--- src/pkg/gp0_cfg.svh ---
// Register map, field positions and reset values of the port-0 pin block.
// Assumes a byte-addressed 32-bit AXI4-Lite bus; byte address is four times the index.
// Operation
// RULE1 - Reset clears high control register to zero
// RULE2 - Pin7 field decodes input/od/analog/timer2/pushpull
// RULE3 - Pin6 field decodes input/od/analog/serial-out/pushpull
// RULE4 - High bit0 forces pin5 push-pull, else middle
// RULE5 - Pin5 middle field decodes input/od/analog/timer1
// RULE6 - Pin4 field decodes input/od/analog/serial-clock/pushpull
// RULE7 - Pin3 field decodes input/od/analog/timer0/pushpull
// RULE8 - Reset clears middle control register to zero
// RULE9 - Pin2 field decodes input/od/analog/pushpull
// RULE10 - Reset clears low control register to zero
// RULE11 - Software also enables peripheral inside peripheral
// RULE12 - Serial slave needs serial clock pin input
// RULE13 - Pull-up bits 7..2 enable pin pull-ups
// RULE14 - Data bits read inputs, drive outputs
// RULE15 - Listed bit positions are unimplemented
// RULE16 - Unimplemented bits read zero, ignore writes
`ifndef GP0_CFG_SVH
`define GP0_CFG_SVH

`define GP0_IDX_DATA 8'hc0
`define GP0_IDX_CTRL_HIGH 8'hc6
`define GP0_IDX_CTRL_MIDDLE 8'hc7
`define GP0_IDX_CTRL_LOW 8'hc8
`define GP0_IDX_PULLUP 8'hc9

`define GP0_MASK_DATA 8'hfc
`define GP0_MASK_CTRL_HIGH 8'hfd
`define GP0_MASK_CTRL_MIDDLE 8'hff
`define GP0_MASK_CTRL_LOW 8'h30
`define GP0_MASK_PULLUP 8'hfc

`define GP0_RST_DATA 8'h00
`define GP0_RST_CTRL_HIGH 8'h00
`define GP0_RST_CTRL_MIDDLE 8'h00
`define GP0_RST_CTRL_LOW 8'h00
`define GP0_RST_PULLUP 8'h00

`define GP0_PIN7_FIELD 7:5
`define GP0_PIN6_FIELD 4:2
`define GP0_PIN5_FORCE_PP 0
`define GP0_PIN5_FIELD 7:6
`define GP0_PIN4_FIELD 5:3
`define GP0_PIN3_FIELD 2:0
`define GP0_PIN2_FIELD 5:4

`define GP0_RESP_OKAY 2'h0
`define GP0_RESP_SLVERR 2'h2

`endif

--- src/pkg/gp0_pkg.sv ---
// Types shared by the port-0 pin block.
// Assumes nothing of its surroundings.
package gp0_pkg;

  typedef enum logic [2:0] {
    gp0_pm_input,
    gp0_pm_open_drain,
    gp0_pm_push_pull,
    gp0_pm_analog,
    gp0_pm_periph
  } gp0_pin_mode_t;

endpackage

--- src/rtl/gp0_port.sv ---
// Port-0 pin configuration block: AXI4-Lite registers, mode decode, six pins.
// Assumes peripherals enable their own functions; pads resolved outside.
//
// Our own choice: the AXI4-Lite slave port.
`timescale 1ns/1ps
`include "gp0_cfg.svh"
module gp0_port #(
  parameter int ADDR_W = 12
) (
  input wire logic aclk,
  input wire logic aresetn,
  input wire logic [ADDR_W-1:0] s_axi_awaddr,
  input wire logic [2:0] s_axi_awprot,
  input wire logic s_axi_awvalid,
  output logic s_axi_awready,
  input wire logic [31:0] s_axi_wdata,
  input wire logic [3:0] s_axi_wstrb,
  input wire logic s_axi_wvalid,
  output logic s_axi_wready,
  output logic [1:0] s_axi_bresp,
  output logic s_axi_bvalid,
  input wire logic s_axi_bready,
  input wire logic [ADDR_W-1:0] s_axi_araddr,
  input wire logic [2:0] s_axi_arprot,
  input wire logic s_axi_arvalid,
  output logic s_axi_arready,
  output logic [31:0] s_axi_rdata,
  output logic [1:0] s_axi_rresp,
  output logic s_axi_rvalid,
  input wire logic s_axi_rready,
  input wire logic [7:2] port0_pin_in,
  output logic [7:2] port0_pin_out,
  output logic [7:2] port0_pin_oe,
  output logic [7:2] port0_pullup_en,
  output logic [5:0] analog_channel_sel,
  input wire logic timer2_output,
  input wire logic serial_unit_data_out,
  input wire logic serial_unit_clock_out,
  input wire logic timer1_pwm_output,
  input wire logic timer0_pwm_output,
  output logic ext_interrupt_5,
  output logic ext_interrupt_4,
  output logic ext_interrupt_3,
  output logic ext_interrupt_2,
  output logic ext_interrupt_1,
  output logic ext_interrupt_0,
  output logic counter2_clock_in,
  output logic counter1_clock_in,
  output logic counter0_clock_in,
  output logic serial_unit_data_in,
  output logic serial_unit_clock_in
);

  localparam int MIN_ADDR_W = 10;

  if (ADDR_W < MIN_ADDR_W) begin : g_addr_check
    $error("gp0_port: ADDR_W too small for register map");
  end

  logic [7:0] port0_pin_data;
  logic [7:0] port0_ctrl_high;
  logic [7:0] port0_ctrl_middle;
  logic [7:0] port0_ctrl_low;
  logic [7:0] port0_pullup_enable;

  logic aw_held;
  logic w_held;
  logic [ADDR_W-1:0] aw_addr;
  logic [31:0] w_data;
  logic [3:0] w_strb;
  logic wr_go;
  logic [7:0] wr_idx;
  logic wr_lane0;
  logic wr_hit;
  logic [7:0] rd_idx;
  logic [7:0] next_rdata;
  logic rd_hit;

  gp0_pkg::gp0_pin_mode_t pin_mode [7:2];
  logic [7:2] periph_drive;
  logic [7:2] pin_level;
  logic [7:2] out_mode;
  logic [7:2] in_mode;

  // Three-bit fields: 000 input, 001 open drain, 010 analog, 011 peripheral, 1xx push-pull
  function automatic gp0_pkg::gp0_pin_mode_t dec3(input logic [2:0] f);
    gp0_pkg::gp0_pin_mode_t m;
    m = gp0_pkg::gp0_pm_push_pull;
    case (f)
      3'h0: m = gp0_pkg::gp0_pm_input;
      3'h1: m = gp0_pkg::gp0_pm_open_drain;
      3'h2: m = gp0_pkg::gp0_pm_analog;
      3'h3: m = gp0_pkg::gp0_pm_periph;
      default: m = gp0_pkg::gp0_pm_push_pull;
    endcase
    return m;
  endfunction

  // Two-bit fields: last code is peripheral or push-pull per pin
  function automatic gp0_pkg::gp0_pin_mode_t dec2(input logic [1:0] f,
                                                  input logic last_periph);
    gp0_pkg::gp0_pin_mode_t m;
    m = gp0_pkg::gp0_pm_input;
    case (f)
      2'h0: m = gp0_pkg::gp0_pm_input;
      2'h1: m = gp0_pkg::gp0_pm_open_drain;
      2'h2: m = gp0_pkg::gp0_pm_analog;
      default: begin
        m = last_periph ? gp0_pkg::gp0_pm_periph : gp0_pkg::gp0_pm_push_pull;
      end
    endcase
    return m;
  endfunction

  always_comb begin
    // RULE2 pin7 decode
    pin_mode[7] = dec3(port0_ctrl_high[`GP0_PIN7_FIELD]);
    // RULE3 pin6 decode
    pin_mode[6] = dec3(port0_ctrl_high[`GP0_PIN6_FIELD]);
    // RULE4 pin5 override
    if (port0_ctrl_high[`GP0_PIN5_FORCE_PP]) begin
      pin_mode[5] = gp0_pkg::gp0_pm_push_pull;
    end else begin
      // RULE5 pin5 middle decode
      pin_mode[5] = dec2(port0_ctrl_middle[`GP0_PIN5_FIELD], 1'b1);
    end
    // RULE6 pin4 decode
    pin_mode[4] = dec3(port0_ctrl_middle[`GP0_PIN4_FIELD]);
    // RULE7 pin3 decode
    pin_mode[3] = dec3(port0_ctrl_middle[`GP0_PIN3_FIELD]);
    // RULE9 pin2 decode
    pin_mode[2] = dec2(port0_ctrl_low[`GP0_PIN2_FIELD], 1'b0);
  end

  // RULE11 peripheral drives pin
  always_comb begin
    periph_drive[7] = timer2_output;
    periph_drive[6] = serial_unit_data_out;
    periph_drive[5] = timer1_pwm_output;
    periph_drive[4] = serial_unit_clock_out;
    periph_drive[3] = timer0_pwm_output;
    // Pin 2 has no peripheral output
    periph_drive[2] = 1'b0;
  end

  for (genvar i = 2; i <= 7; i++) begin : g_pin
    assign out_mode[i] = (pin_mode[i] == gp0_pkg::gp0_pm_open_drain) ||
                         (pin_mode[i] == gp0_pkg::gp0_pm_push_pull);
    assign in_mode[i] = (pin_mode[i] == gp0_pkg::gp0_pm_input);

    gp0_pin_cell u_cell (
      .aclk(aclk),
      .aresetn(aresetn),
      .mode(pin_mode[i]),
      .data_bit(port0_pin_data[i]),
      .periph_out(periph_drive[i]),
      .pad_in(port0_pin_in[i]),
      .pad_out(port0_pin_out[i]),
      .pad_oe(port0_pin_oe[i]),
      .pin_level(pin_level[i]),
      .analog_sel(analog_channel_sel[i-2])
    );
  end

  // Peripheral inputs see the pin only while it is a Schmitt input
  always_ff @(posedge aclk) begin
    if (!aresetn) begin
      ext_interrupt_5 <= 1'b0;
      ext_interrupt_4 <= 1'b0;
      ext_interrupt_3 <= 1'b0;
      ext_interrupt_2 <= 1'b0;
      ext_interrupt_1 <= 1'b0;
      ext_interrupt_0 <= 1'b0;
    end else begin
      ext_interrupt_5 <= pin_level[7] & in_mode[7];
      ext_interrupt_4 <= pin_level[6] & in_mode[6];
      ext_interrupt_3 <= pin_level[5] & in_mode[5];
      ext_interrupt_2 <= pin_level[4] & in_mode[4];
      ext_interrupt_1 <= pin_level[3] & in_mode[3];
      ext_interrupt_0 <= pin_level[2] & in_mode[2];
    end
  end

  // Gated low otherwise, so a pin we drive cannot clock a counter
  // RULE12 serial clock input
  always_ff @(posedge aclk) begin
    if (!aresetn) begin
      counter2_clock_in <= 1'b0;
      counter1_clock_in <= 1'b0;
      counter0_clock_in <= 1'b0;
      serial_unit_data_in <= 1'b0;
      serial_unit_clock_in <= 1'b0;
    end else begin
      counter2_clock_in <= pin_level[6] & in_mode[6];
      counter1_clock_in <= pin_level[4] & in_mode[4];
      counter0_clock_in <= pin_level[2] & in_mode[2];
      serial_unit_data_in <= pin_level[5] & in_mode[5];
      serial_unit_clock_in <= pin_level[4] & in_mode[4];
    end
  end

  // RULE13 pull-up outputs
  assign port0_pullup_en = port0_pullup_enable[7:2];

  // Write address and data are taken in either order and held
  assign s_axi_awready = ~aw_held & ~s_axi_bvalid;
  assign s_axi_wready = ~w_held & ~s_axi_bvalid;
  assign wr_go = aw_held & w_held & ~s_axi_bvalid;
  assign wr_idx = aw_addr[9:2];
  // Registers are one byte wide, so only byte lane 0 counts
  assign wr_lane0 = w_strb[0];
  assign wr_hit = (wr_idx == `GP0_IDX_DATA) || (wr_idx == `GP0_IDX_CTRL_HIGH) ||
                  (wr_idx == `GP0_IDX_CTRL_MIDDLE) || (wr_idx == `GP0_IDX_CTRL_LOW) ||
                  (wr_idx == `GP0_IDX_PULLUP);

  always_ff @(posedge aclk) begin
    if (!aresetn) begin
      aw_held <= 1'b0;
      aw_addr <= '0;
    end else if (s_axi_awvalid && s_axi_awready) begin
      aw_held <= 1'b1;
      aw_addr <= s_axi_awaddr;
    end else if (wr_go) begin
      aw_held <= 1'b0;
    end
  end

  always_ff @(posedge aclk) begin
    if (!aresetn) begin
      w_held <= 1'b0;
      w_data <= 32'h0000_0000;
      w_strb <= 4'h0;
    end else if (s_axi_wvalid && s_axi_wready) begin
      w_held <= 1'b1;
      w_data <= s_axi_wdata;
      w_strb <= s_axi_wstrb;
    end else if (wr_go) begin
      w_held <= 1'b0;
    end
  end

  // Unmapped index answers an error and writes nothing
  always_ff @(posedge aclk) begin
    if (!aresetn) begin
      s_axi_bvalid <= 1'b0;
      s_axi_bresp <= `GP0_RESP_OKAY;
    end else if (wr_go) begin
      s_axi_bvalid <= 1'b1;
      s_axi_bresp <= wr_hit ? `GP0_RESP_OKAY : `GP0_RESP_SLVERR;
    end else if (s_axi_bready) begin
      s_axi_bvalid <= 1'b0;
    end
  end

  // RULE15 masks drop unimplemented bits
  // RULE16 reserved bits ignored
  always_ff @(posedge aclk) begin
    if (!aresetn) begin
      // RULE1 high clears
      port0_ctrl_high <= `GP0_RST_CTRL_HIGH;
    end else if (wr_go && wr_lane0 && (wr_idx == `GP0_IDX_CTRL_HIGH)) begin
      port0_ctrl_high <= w_data[7:0] & `GP0_MASK_CTRL_HIGH;
    end
  end

  always_ff @(posedge aclk) begin
    if (!aresetn) begin
      // RULE8 middle clears
      port0_ctrl_middle <= `GP0_RST_CTRL_MIDDLE;
    end else if (wr_go && wr_lane0 && (wr_idx == `GP0_IDX_CTRL_MIDDLE)) begin
      port0_ctrl_middle <= w_data[7:0] & `GP0_MASK_CTRL_MIDDLE;
    end
  end

  always_ff @(posedge aclk) begin
    if (!aresetn) begin
      // RULE10 low clears
      port0_ctrl_low <= `GP0_RST_CTRL_LOW;
    end else if (wr_go && wr_lane0 && (wr_idx == `GP0_IDX_CTRL_LOW)) begin
      port0_ctrl_low <= w_data[7:0] & `GP0_MASK_CTRL_LOW;
    end
  end

  always_ff @(posedge aclk) begin
    if (!aresetn) begin
      port0_pullup_enable <= `GP0_RST_PULLUP;
    end else if (wr_go && wr_lane0 && (wr_idx == `GP0_IDX_PULLUP)) begin
      // RULE13 pull-up write
      port0_pullup_enable <= w_data[7:0] & `GP0_MASK_PULLUP;
    end
  end

  // Latch written in any mode, so the level is ready before output is chosen
  // RULE14 output latch
  always_ff @(posedge aclk) begin
    if (!aresetn) begin
      port0_pin_data <= `GP0_RST_DATA;
    end else if (wr_go && wr_lane0 && (wr_idx == `GP0_IDX_DATA)) begin
      port0_pin_data <= w_data[7:0] & `GP0_MASK_DATA;
    end
  end

  // Read side: one read at a time, answered from a register
  assign s_axi_arready = ~s_axi_rvalid;
  assign rd_idx = s_axi_araddr[9:2];

  always_comb begin
    next_rdata = 8'h00;
    rd_hit = 1'b1;
    case (rd_idx)
      `GP0_IDX_DATA: begin
        // RULE14 read pins or latch
        for (int i = 2; i <= 7; i++) begin
          next_rdata[i] = out_mode[i] ? port0_pin_data[i] : pin_level[i];
        end
      end
      `GP0_IDX_CTRL_HIGH: next_rdata = port0_ctrl_high;
      `GP0_IDX_CTRL_MIDDLE: next_rdata = port0_ctrl_middle;
      `GP0_IDX_CTRL_LOW: next_rdata = port0_ctrl_low;
      `GP0_IDX_PULLUP: next_rdata = port0_pullup_enable;
      default: rd_hit = 1'b0;
    endcase
  end

  always_ff @(posedge aclk) begin
    if (!aresetn) begin
      s_axi_rvalid <= 1'b0;
    end else if (s_axi_arvalid && s_axi_arready) begin
      s_axi_rvalid <= 1'b1;
    end else if (s_axi_rready) begin
      s_axi_rvalid <= 1'b0;
    end
  end

  // Answer kept in flops, so it stands while the master stalls rready
  always_ff @(posedge aclk) begin
    if (!aresetn) begin
      s_axi_rdata <= 32'h0000_0000;
      s_axi_rresp <= `GP0_RESP_OKAY;
    end else if (s_axi_arvalid && s_axi_arready) begin
      s_axi_rdata <= {24'h00_0000, next_rdata};
      s_axi_rresp <= rd_hit ? `GP0_RESP_OKAY : `GP0_RESP_SLVERR;
    end
  end

endmodule // gp0_port

--- src/rtl/gp0_pin_cell.sv ---
// One port pin: input synchroniser and registered pad drive for a given mode.
// Assumes the pad is resolved outside from pad_out and pad_oe.
`timescale 1ns/1ps
module gp0_pin_cell (
  input wire logic aclk,
  input wire logic aresetn,
  input wire gp0_pkg::gp0_pin_mode_t mode,
  input wire logic data_bit,
  input wire logic periph_out,
  input wire logic pad_in,
  output logic pad_out,
  output logic pad_oe,
  output logic pin_level,
  output logic analog_sel
);

  logic sync1;
  logic sync2;
  logic sync3;

  // Pin is asynchronous; level accepted only when stages two and three agree
  always_ff @(posedge aclk) begin
    if (!aresetn) begin
      sync1 <= 1'b0;
      sync2 <= 1'b0;
      sync3 <= 1'b0;
      pin_level <= 1'b0;
    end else begin
      sync1 <= pad_in;
      sync2 <= sync1;
      sync3 <= sync2;
      if (sync2 == sync3) begin
        pin_level <= sync3;
      end
    end
  end

  always_ff @(posedge aclk) begin
    if (!aresetn) begin
      pad_out <= 1'b0;
      pad_oe <= 1'b0;
      analog_sel <= 1'b0;
    end else begin
      analog_sel <= (mode == gp0_pkg::gp0_pm_analog);
      case (mode)
        gp0_pkg::gp0_pm_open_drain: begin
          // Only pulls low; high level comes from pull-up or outside
          pad_out <= 1'b0;
          pad_oe <= ~data_bit;
        end
        gp0_pkg::gp0_pm_push_pull: begin
          pad_out <= data_bit;
          pad_oe <= 1'b1;
        end
        gp0_pkg::gp0_pm_periph: begin
          pad_out <= periph_out;
          pad_oe <= 1'b1;
        end
        default: begin
          pad_out <= 1'b0;
          pad_oe <= 1'b0;
        end
      endcase
    end
  end

endmodule // gp0_pin_cell

--- config.mk ---
export PLATFORM = sky130hd
export DESIGN_NAME = gp0_port
export DESIGN_NICKNAME = d
export VERILOG_FILES = /design/src/pkg/gp0_pkg.sv /design/src/rtl/gp0_port.sv /design/src/rtl/gp0_pin_cell.sv
export VERILOG_INCLUDE_DIRS = /design/src /design/src/pkg
export SDC_FILE = /design/constraint.sdc
export NUM_CORES = 1
export LEC_CHECK = 0
export ABC_AREA = 1
export BUFFER_PORTS_ARGS = -buffer_cell sky130_fd_sc_hd__buf_4
export CELL_PAD_IN_SITES_DETAIL_PLACEMENT = 0
export CELL_PAD_IN_SITES_GLOBAL_PLACEMENT = 1
export CORE_MARGIN = 5
export CORE_UTILIZATION = 32
export DETAILED_ROUTE_END_ITERATION = 12
export PLACE_DENSITY = 0.85
export SLEW_MARGIN = 10
export SYNTH_ARGS = -nofsm -noshare
export SYNTH_HDL_FRONTEND = slang
export SYNTH_SLANG_ARGS = --single-unit
--- constraint.sdc ---
create_clock -name aclk -period 1.3 [get_ports aclk]
set_input_delay 0.13 -clock aclk [delete_from_list [all_inputs] [get_ports aclk]]
set_output_delay 0.13 -clock aclk [all_outputs]
set_load 0.02 [all_outputs]
==> results.py, run 1 <==
metrics = {
    "sta": {
        "finalHoldWorstSlack_ns": 0.0309,
        "hold_viol": 0,
        "timing.final.ws_setup_ns": -0.0277,
        "rsz0062_at_grt": "yes",
        "period_minus_slack_ns": 1.33,
        "slew_viol_final": 0,
        "tns_ns": -0.0855,
        "setup_viol": 8,
        "min_period_over_period": 1.02,
        "clock_skew_ns": 0.00906,
        "fmax_ghz": 0.753,
    },
    "placed_design": {
        "numPortBuffers": 92,
        "placedCellCount": 885,
        "gp_congestion": 0.809,
        "dp_slack_ns": -0.0649,
        "dp_hpwl_mm": 8.52,
    },
    "yosys": {
        "synth_area_um2": 4610,
        "yosysTopAreaCellShare": 0.469,
        "ys_top_cells_by_area": "dfxtp_1 (47%), nand2_1 (8.7%), buf_4 (8.0%), nor2_1 (7.2%), inv_1 (6.1%)",
        "avgSynthCellArea_um2": 7.45,
        "synth-seq-cells": 108,
        "synth-seq-area-share": 0.469,
        "ys_warn_count": 0,
        "netlist.top_cell.by_area": "dfxtp_1",
        "synth_cell_types": 33,
        "syn-instance-count": 618,
    },
    "power_and_ir_drop": {
        "power_mw": 7.31,
        "power_switching_mw": 1.65,
        "total_leakage_power_nw": 2.88,
        "p_int_mw": 5.65,
        "swShare": 0.226,
        "cellPowerDensity_nw_per_um2": 1190,
        "clockPowerShare": 0.422,
        "comb_power_share": 0.101,
        "max-vdd-ir-drop_v": 0.000636,
        "pwr-share-seq": 0.477,
    },
    "cts": {
        "clock_latency_ns": 0.34,
        "cts_inserted_buffers": 9,
        "cts_buffer_depth": 2,
        "root_buffer": "clkbuf_16",
        "cts_tree": "yes",
        "clock-sinks": 108,
        "clk_pin_slew_ns": 0.07,
        "htree_levels": 3,
    },
    "detailed_routing": {
        "wl_per_cell_um": 12.6,
        "avgViaCountPerCell": 4.39,
        "vias": 3996,
        "antenna_left": 0,
        "wl_mm": 11.5,
        "drt_iter0_drc": 290,
        "drt_first_pass_iters": 4,
        "drcViolationCount": 0,
    },
    "die": {
        "start_util": 0.329,
        "io_pins": 160,
        "die-area_um2": 16900,
        "die_w_um": 130,
        "rows": 43,
        "coreArea_um2": 14000,
        "die_h_um": 130,
    },
    "final_layout": {
        "nets": 813,
        "final_cell_mix": "buf_4 (124), nand2_1 (100), dfxtp_1 (99), nor2_1 (77), inv_1 (69)",
        "area_growth_pct": 32.8,
        "drive_above_1_share": 0.275,
        "final-seq-area_um2": 2180,
        "diodes": 0,
        "final_common_cell": "buf_4",
        "multi_input_area_um2": 1950,
        "nFillCells": 1430,
        "layout.cells.non_filler": 911,
    },
    "global_route": {
        "grt_pass1_wl_mm": 18.1,
        "grt-ovfl-total": 0,
        "grt_max_degree": 81,
        "grt_usage": 0.136,
        "grt_pass1_vias": 3685,
        "antenna_found_initial": 0,
    },
    "setup_path": {
        "crit_type": "flip-flop to flip-flop",
        "end_kind": "flip-flop",
        "cp-start-kind": "flip-flop",
        "arrival_ns": 1.57,
        "required_ns": 1.54,
        "cp_max_fo": 8,
    },
    "worst_hold_path": {
        "hp-class": "input port to flip-flop",
    },
    "run_status": {
        "status": "finished, violations left",
        "failed_checks": "setup timing",
    },
    "job": {
        "drv_cap": 0,
    },
}
layer usage:
layer	up-vias	global-route usage	wire (um)
met1	1743	0.180	5170
met5	-	0	0
met4	0	0.0458	168
li1	2115	-	-
met3	11	0.0323	847
met2	127	0.218	5270
worst max-delay path, cell delays in order, from the launching register on:
cell and delay [ns]:
dfxtp_2 0.33, nor2_4 0.12, nand3_4 0.10, buf_6 0.14, nor3_4 0.21, buf_6 0.17, nand2_1 0.07, nand2_1 0.06
nor2_1 0.04
sequential cells by signal, indices dropped and copies added (netlist names), 7 cells and up:
name,flops
s_axi_rdata,8
port0_ctrl_high,7
aw_addr,8
w_data,8
port0_ctrl_middle,8
power by group through the flow:
| stage | Combinational, mW | Sequential, mW | Clock, mW |
|---|---|---|---|
| floorplan | 0.411 | 3.57 | 0 |
| global placement | 0.679 | 3.55 | 0 |
| detailed placement | 0.682 | 3.55 | 0 |
| CTS | 0.699 | 3.47 | 3.17 |
| global route | 0.820 | 3.50 | 3.28 |
| finish | 0.739 | 3.49 | 3.08 |
cells by family after synthesis:
kind of cell / after synthesis / share of synthesized area
other: 1 / 0.000814
flip-flops: 108 / 0.469
AO/OA/AOI/OAI: 91 / 0.105
AND/OR/NAND/NOR: 265 / 0.246
buffers and inverters: 146 / 0.162
adder cells (fa/ha/maj): 7 / 0.0163
final timing paths:
check / end / start / slack, ns / cells past startpoint
hold reg to reg: g_pin[6].u_cell.sync2$_SDFF_PN0_ / g_pin[6].u_cell.sync1$_SDFF_PN0_ / 0.41 / 2
setup / recovery: port0_ctrl_middle[0]$_SDFFE_PN0P_ / aw_addr[6]$_SDFFE_PN0P_ / -0.03 / 8
setup reg to reg: port0_ctrl_middle[0]$_SDFFE_PN0P_ / aw_addr[6]$_SDFFE_PN0P_ / -0.03 / 8
hold / removal: s_axi_bvalid$_SDFFE_PN0P_ / s_axi_bready / 0.03 / 4
through the flow:
stage               cell area (um^2)   util
floorplan                       4710      -
global placement                5490  0.393
detailed placement              5490  0.393
CTS                             5970  0.427
global route                    6120  0.437
finish                          6120  0.437
cell usage after synthesis:
cell type  number
a2111oi_0       2
a21oi_1        38
a311oi_1        4
buf_1           1
buf_2           7
buf_4          49
buf_6           1
clkbuf_1       10
clkinv_1        2
conb_1          1
dfxtp_1       108
ha_1            2
inv_1          75
inv_2           1
maj3_1          5
nand2_1       107
nand2_2         1
nand2_4         1
nand3_1        45
nand3_2         1
nand3b_1        1
nand4_1         6
nor2_1         88
nor2_2          1
nor2_4          1
nor3_1          6
nor3_2          1
nor3_4          1
nor4_1          5
o211ai_1        1
o21a_1          1
o21ai_0        39
o21ai_1         6
layout make-up:
class	instances	share of cell area
inverter	78	0.0487
clock buffer	11	0.0397
multi-input combinational	389	0.318
tap	180	0.0368
timing repair buffer	141	0.185
clock inverter	4	0.0160
sequential	108	0.356
repair_timing:
action	4_1_cts	5_1_grt
hold endpoints to repair	6	0
endpoints found under the setup margin	22	50
pin swaps	4	8
cloned	1	0
hold buffers	6	0
resized for setup	10	53
setup buffers	3	3
No activity file was read; power rests on OpenSTA's default activity.
==> run 2, diff against run 1 <==
Settings changed: RECOVER_POWER from default to 50.
==> run 2 against run 1 <==
The flow still finishes with violations (setup timing). Count of clock-buffer cells in the layout is the same. Via count shrank 0.58%. Worst setup slack gained 0.0042 ns. Critical path depth is the same. Largest power group unchanged.
==> results.py, run 2 (same netlist as run 1, synthesis figures left out) <==
metrics = {
    "sta": {
        "fmax_ghz": 0.756,
        "min_period_over_period": 1.02,
        "finalHoldWorstSlack_ns": 0.0351,
        "setup_viol": 8,
        "slew_viol_final": 0,
        "period_minus_slack_ns": 1.32,
        "hold_viol": 0,
        "clock_skew_ns": 0.00797,
        "timing.final.ws_setup_ns": -0.0235,
        "rsz0062_at_grt": "yes",
    },
    "setup_path": {
        "arrival_ns": 1.57,
        "reg2reg_from": "aw_addr[6]$_SDFFE_PN0P_",
        "critPathMaxStageDelay_ns": 0.33,
        "cp_cell_sequence": "nor2_4 > nand3_4 > buf_6 > nor3_4 > buf_6 > nand2_1 > nand2_1 > nor2_1",
        "cp_max_fo": 8,
        "cp-start-kind": "flip-flop",
        "crit_type": "flip-flop to flip-flop",
        "crit_buf_inv": 2,
        "required_ns": 1.54,
        "end_kind": "flip-flop",
        "crit_path_top_delay_cell": "dfxtp_2",
        "critical-path-top-delay-family": "simple AND/OR/NAND/NOR gates",
        "startpoint": "aw_addr[6]$_SDFFE_PN0P_",
    },
    "detailed_routing": {
        "wl_mm": 11.5,
        "drt_first_pass_iters": 4,
        "vias": 3973,
        "drcViolationCount": 0,
        "drt_iter0_drc": 243,
        "antenna_left": 0,
        "wl_per_cell_um": 12.6,
        "avgViaCountPerCell": 4.36,
    },
    "die": {
        "rows": 43,
        "die-area_um2": 16900,
        "coreArea_um2": 14000,
        "io_pins": 160,
        "die_w_um": 130,
        "die_h_um": 130,
        "start_util": 0.329,
    },
    "cts": {
        "clock_latency_ns": 0.34,
        "clk_pin_slew_ns": 0.07,
        "htree_levels": 3,
        "clock-sinks": 108,
        "cts_buffer_depth": 2,
        "cts_inserted_buffers": 9,
        "cts_tree": "yes",
        "root_buffer": "clkbuf_16",
    },
    "final_layout": {
        "postLayoutCoreUtil": 0.430,
        "diodes": 0,
        "multi_input_area_um2": 1950,
        "drive_above_1_share": 0.238,
        "area_growth_pct": 30.6,
        "final_cell_mix": "nand2_1 (100), dfxtp_1 (100), buf_4 (92), nor2_1 (77), inv_1 (69)",
        "final-seq-area_um2": 2170,
        "nFillCells": 1461,
        "nets": 813,
        "layout.cells.non_filler": 911,
    },
    "run_status": {
        "status": "finished, violations left",
        "failed_checks": "setup timing",
    },
    "power_and_ir_drop": {
        "power_mw": 7.29,
        "cellPowerDensity_nw_per_um2": 1210,
        "total_leakage_power_nw": 2.77,
        "max-vdd-ir-drop_v": 0.000627,
    },
    "worst_hold_path": {
        "hp-class": "input port to flip-flop",
        "hp-start": "s_axi_bready",
    },
    "global_route": {
        "grt-ovfl-total": 0,
        "grt_max_degree": 81,
        "grt_pass1_wl_mm": 18.1,
        "grt_usage": 0.136,
        "antenna_found_initial": 0,
        "grt_pass1_vias": 3685,
    },
    "job": {
        "drv_cap": 0,
    },
    "placed_design": {
        "gp_congestion": 0.809,
        "dp_hpwl_mm": 8.52,
        "placedCellCount": 885,
        "numPortBuffers": 92,
        "dp_slack_ns": -0.0649,
    },
}
## run 2: changes by cell type in the layout (fill, tap and decap cells not counted)
cell | previous run | this run
buf_4 | 124 | 92
clkbuf_1 | 1 | 27
clkbuf_4 | 0 | 6
dfxtp_1 | 99 | 100
dfxtp_2 | 8 | 7
## run 2: repair_timing
action,CTS,global route
hold buffers,6,0
pin swaps,4,8
endpoints found under the hold margin,6,0
resized for setup,10,53
setup buffers,3,3
endpoints found under the setup margin,22,50
cloned,1,0
## run 2: cell type report
cell class	count	share of cell area
Tap cell	180	0.0374
Sequential cell	108	0.361
Multi-Input combinational cell	389	0.323
Clock inverter	4	0.0162
Clock buffer	11	0.0403
Timing Repair Buffer	141	0.172
Inverter	78	0.0495
## run 2: final timing paths
kind,to,slack [ns],depth (start not counted)
worst max register to register,port0_ctrl_middle[0]$_SDFFE_PN0P_,-0.02,8
worst min-delay path,s_axi_bvalid$_SDFFE_PN0P_,0.04,4
worst min register to register,g_pin[6].u_cell.sync2$_SDFF_PN0_,0.41,2
worst max-delay path,port0_ctrl_middle[0]$_SDFFE_PN0P_,-0.02,8
## run 2: routing by layer
layer	track usage	routed length [um]
met5	0	0
met4	0.0458	143
met3	0.0323	778
met2	0.218	5220
met1	0.180	5350
## run 2: through the flow
stage	TNS [ns]	area, um^2
after floorplan	-0.0889	4710
after global placement	-0.426	5490
after detailed placement	-0.696	5490
after CTS	-0.333	5970
after global routing	-1.42	6020
final	-0.0574	6020
## run 2: worst reg2reg max path, stage by stage (launching register included)
cell and delay, ns:
dfxtp_2 0.33, nor2_4 0.12, nand3_4 0.10, buf_6 0.14, nor3_4 0.21, buf_6 0.17, nand2_1 0.07, nand2_1 0.06
nor2_1 0.04
## run 2: power breakdown
part	switching (mW)	total [mW]	leakage [nW]	internal [mW]
Combinational	0.424	0.727	1.72	0.304
Clock	1.15	3.07	0.162	1.93
Sequential	0.0735	3.49	0.883	3.41
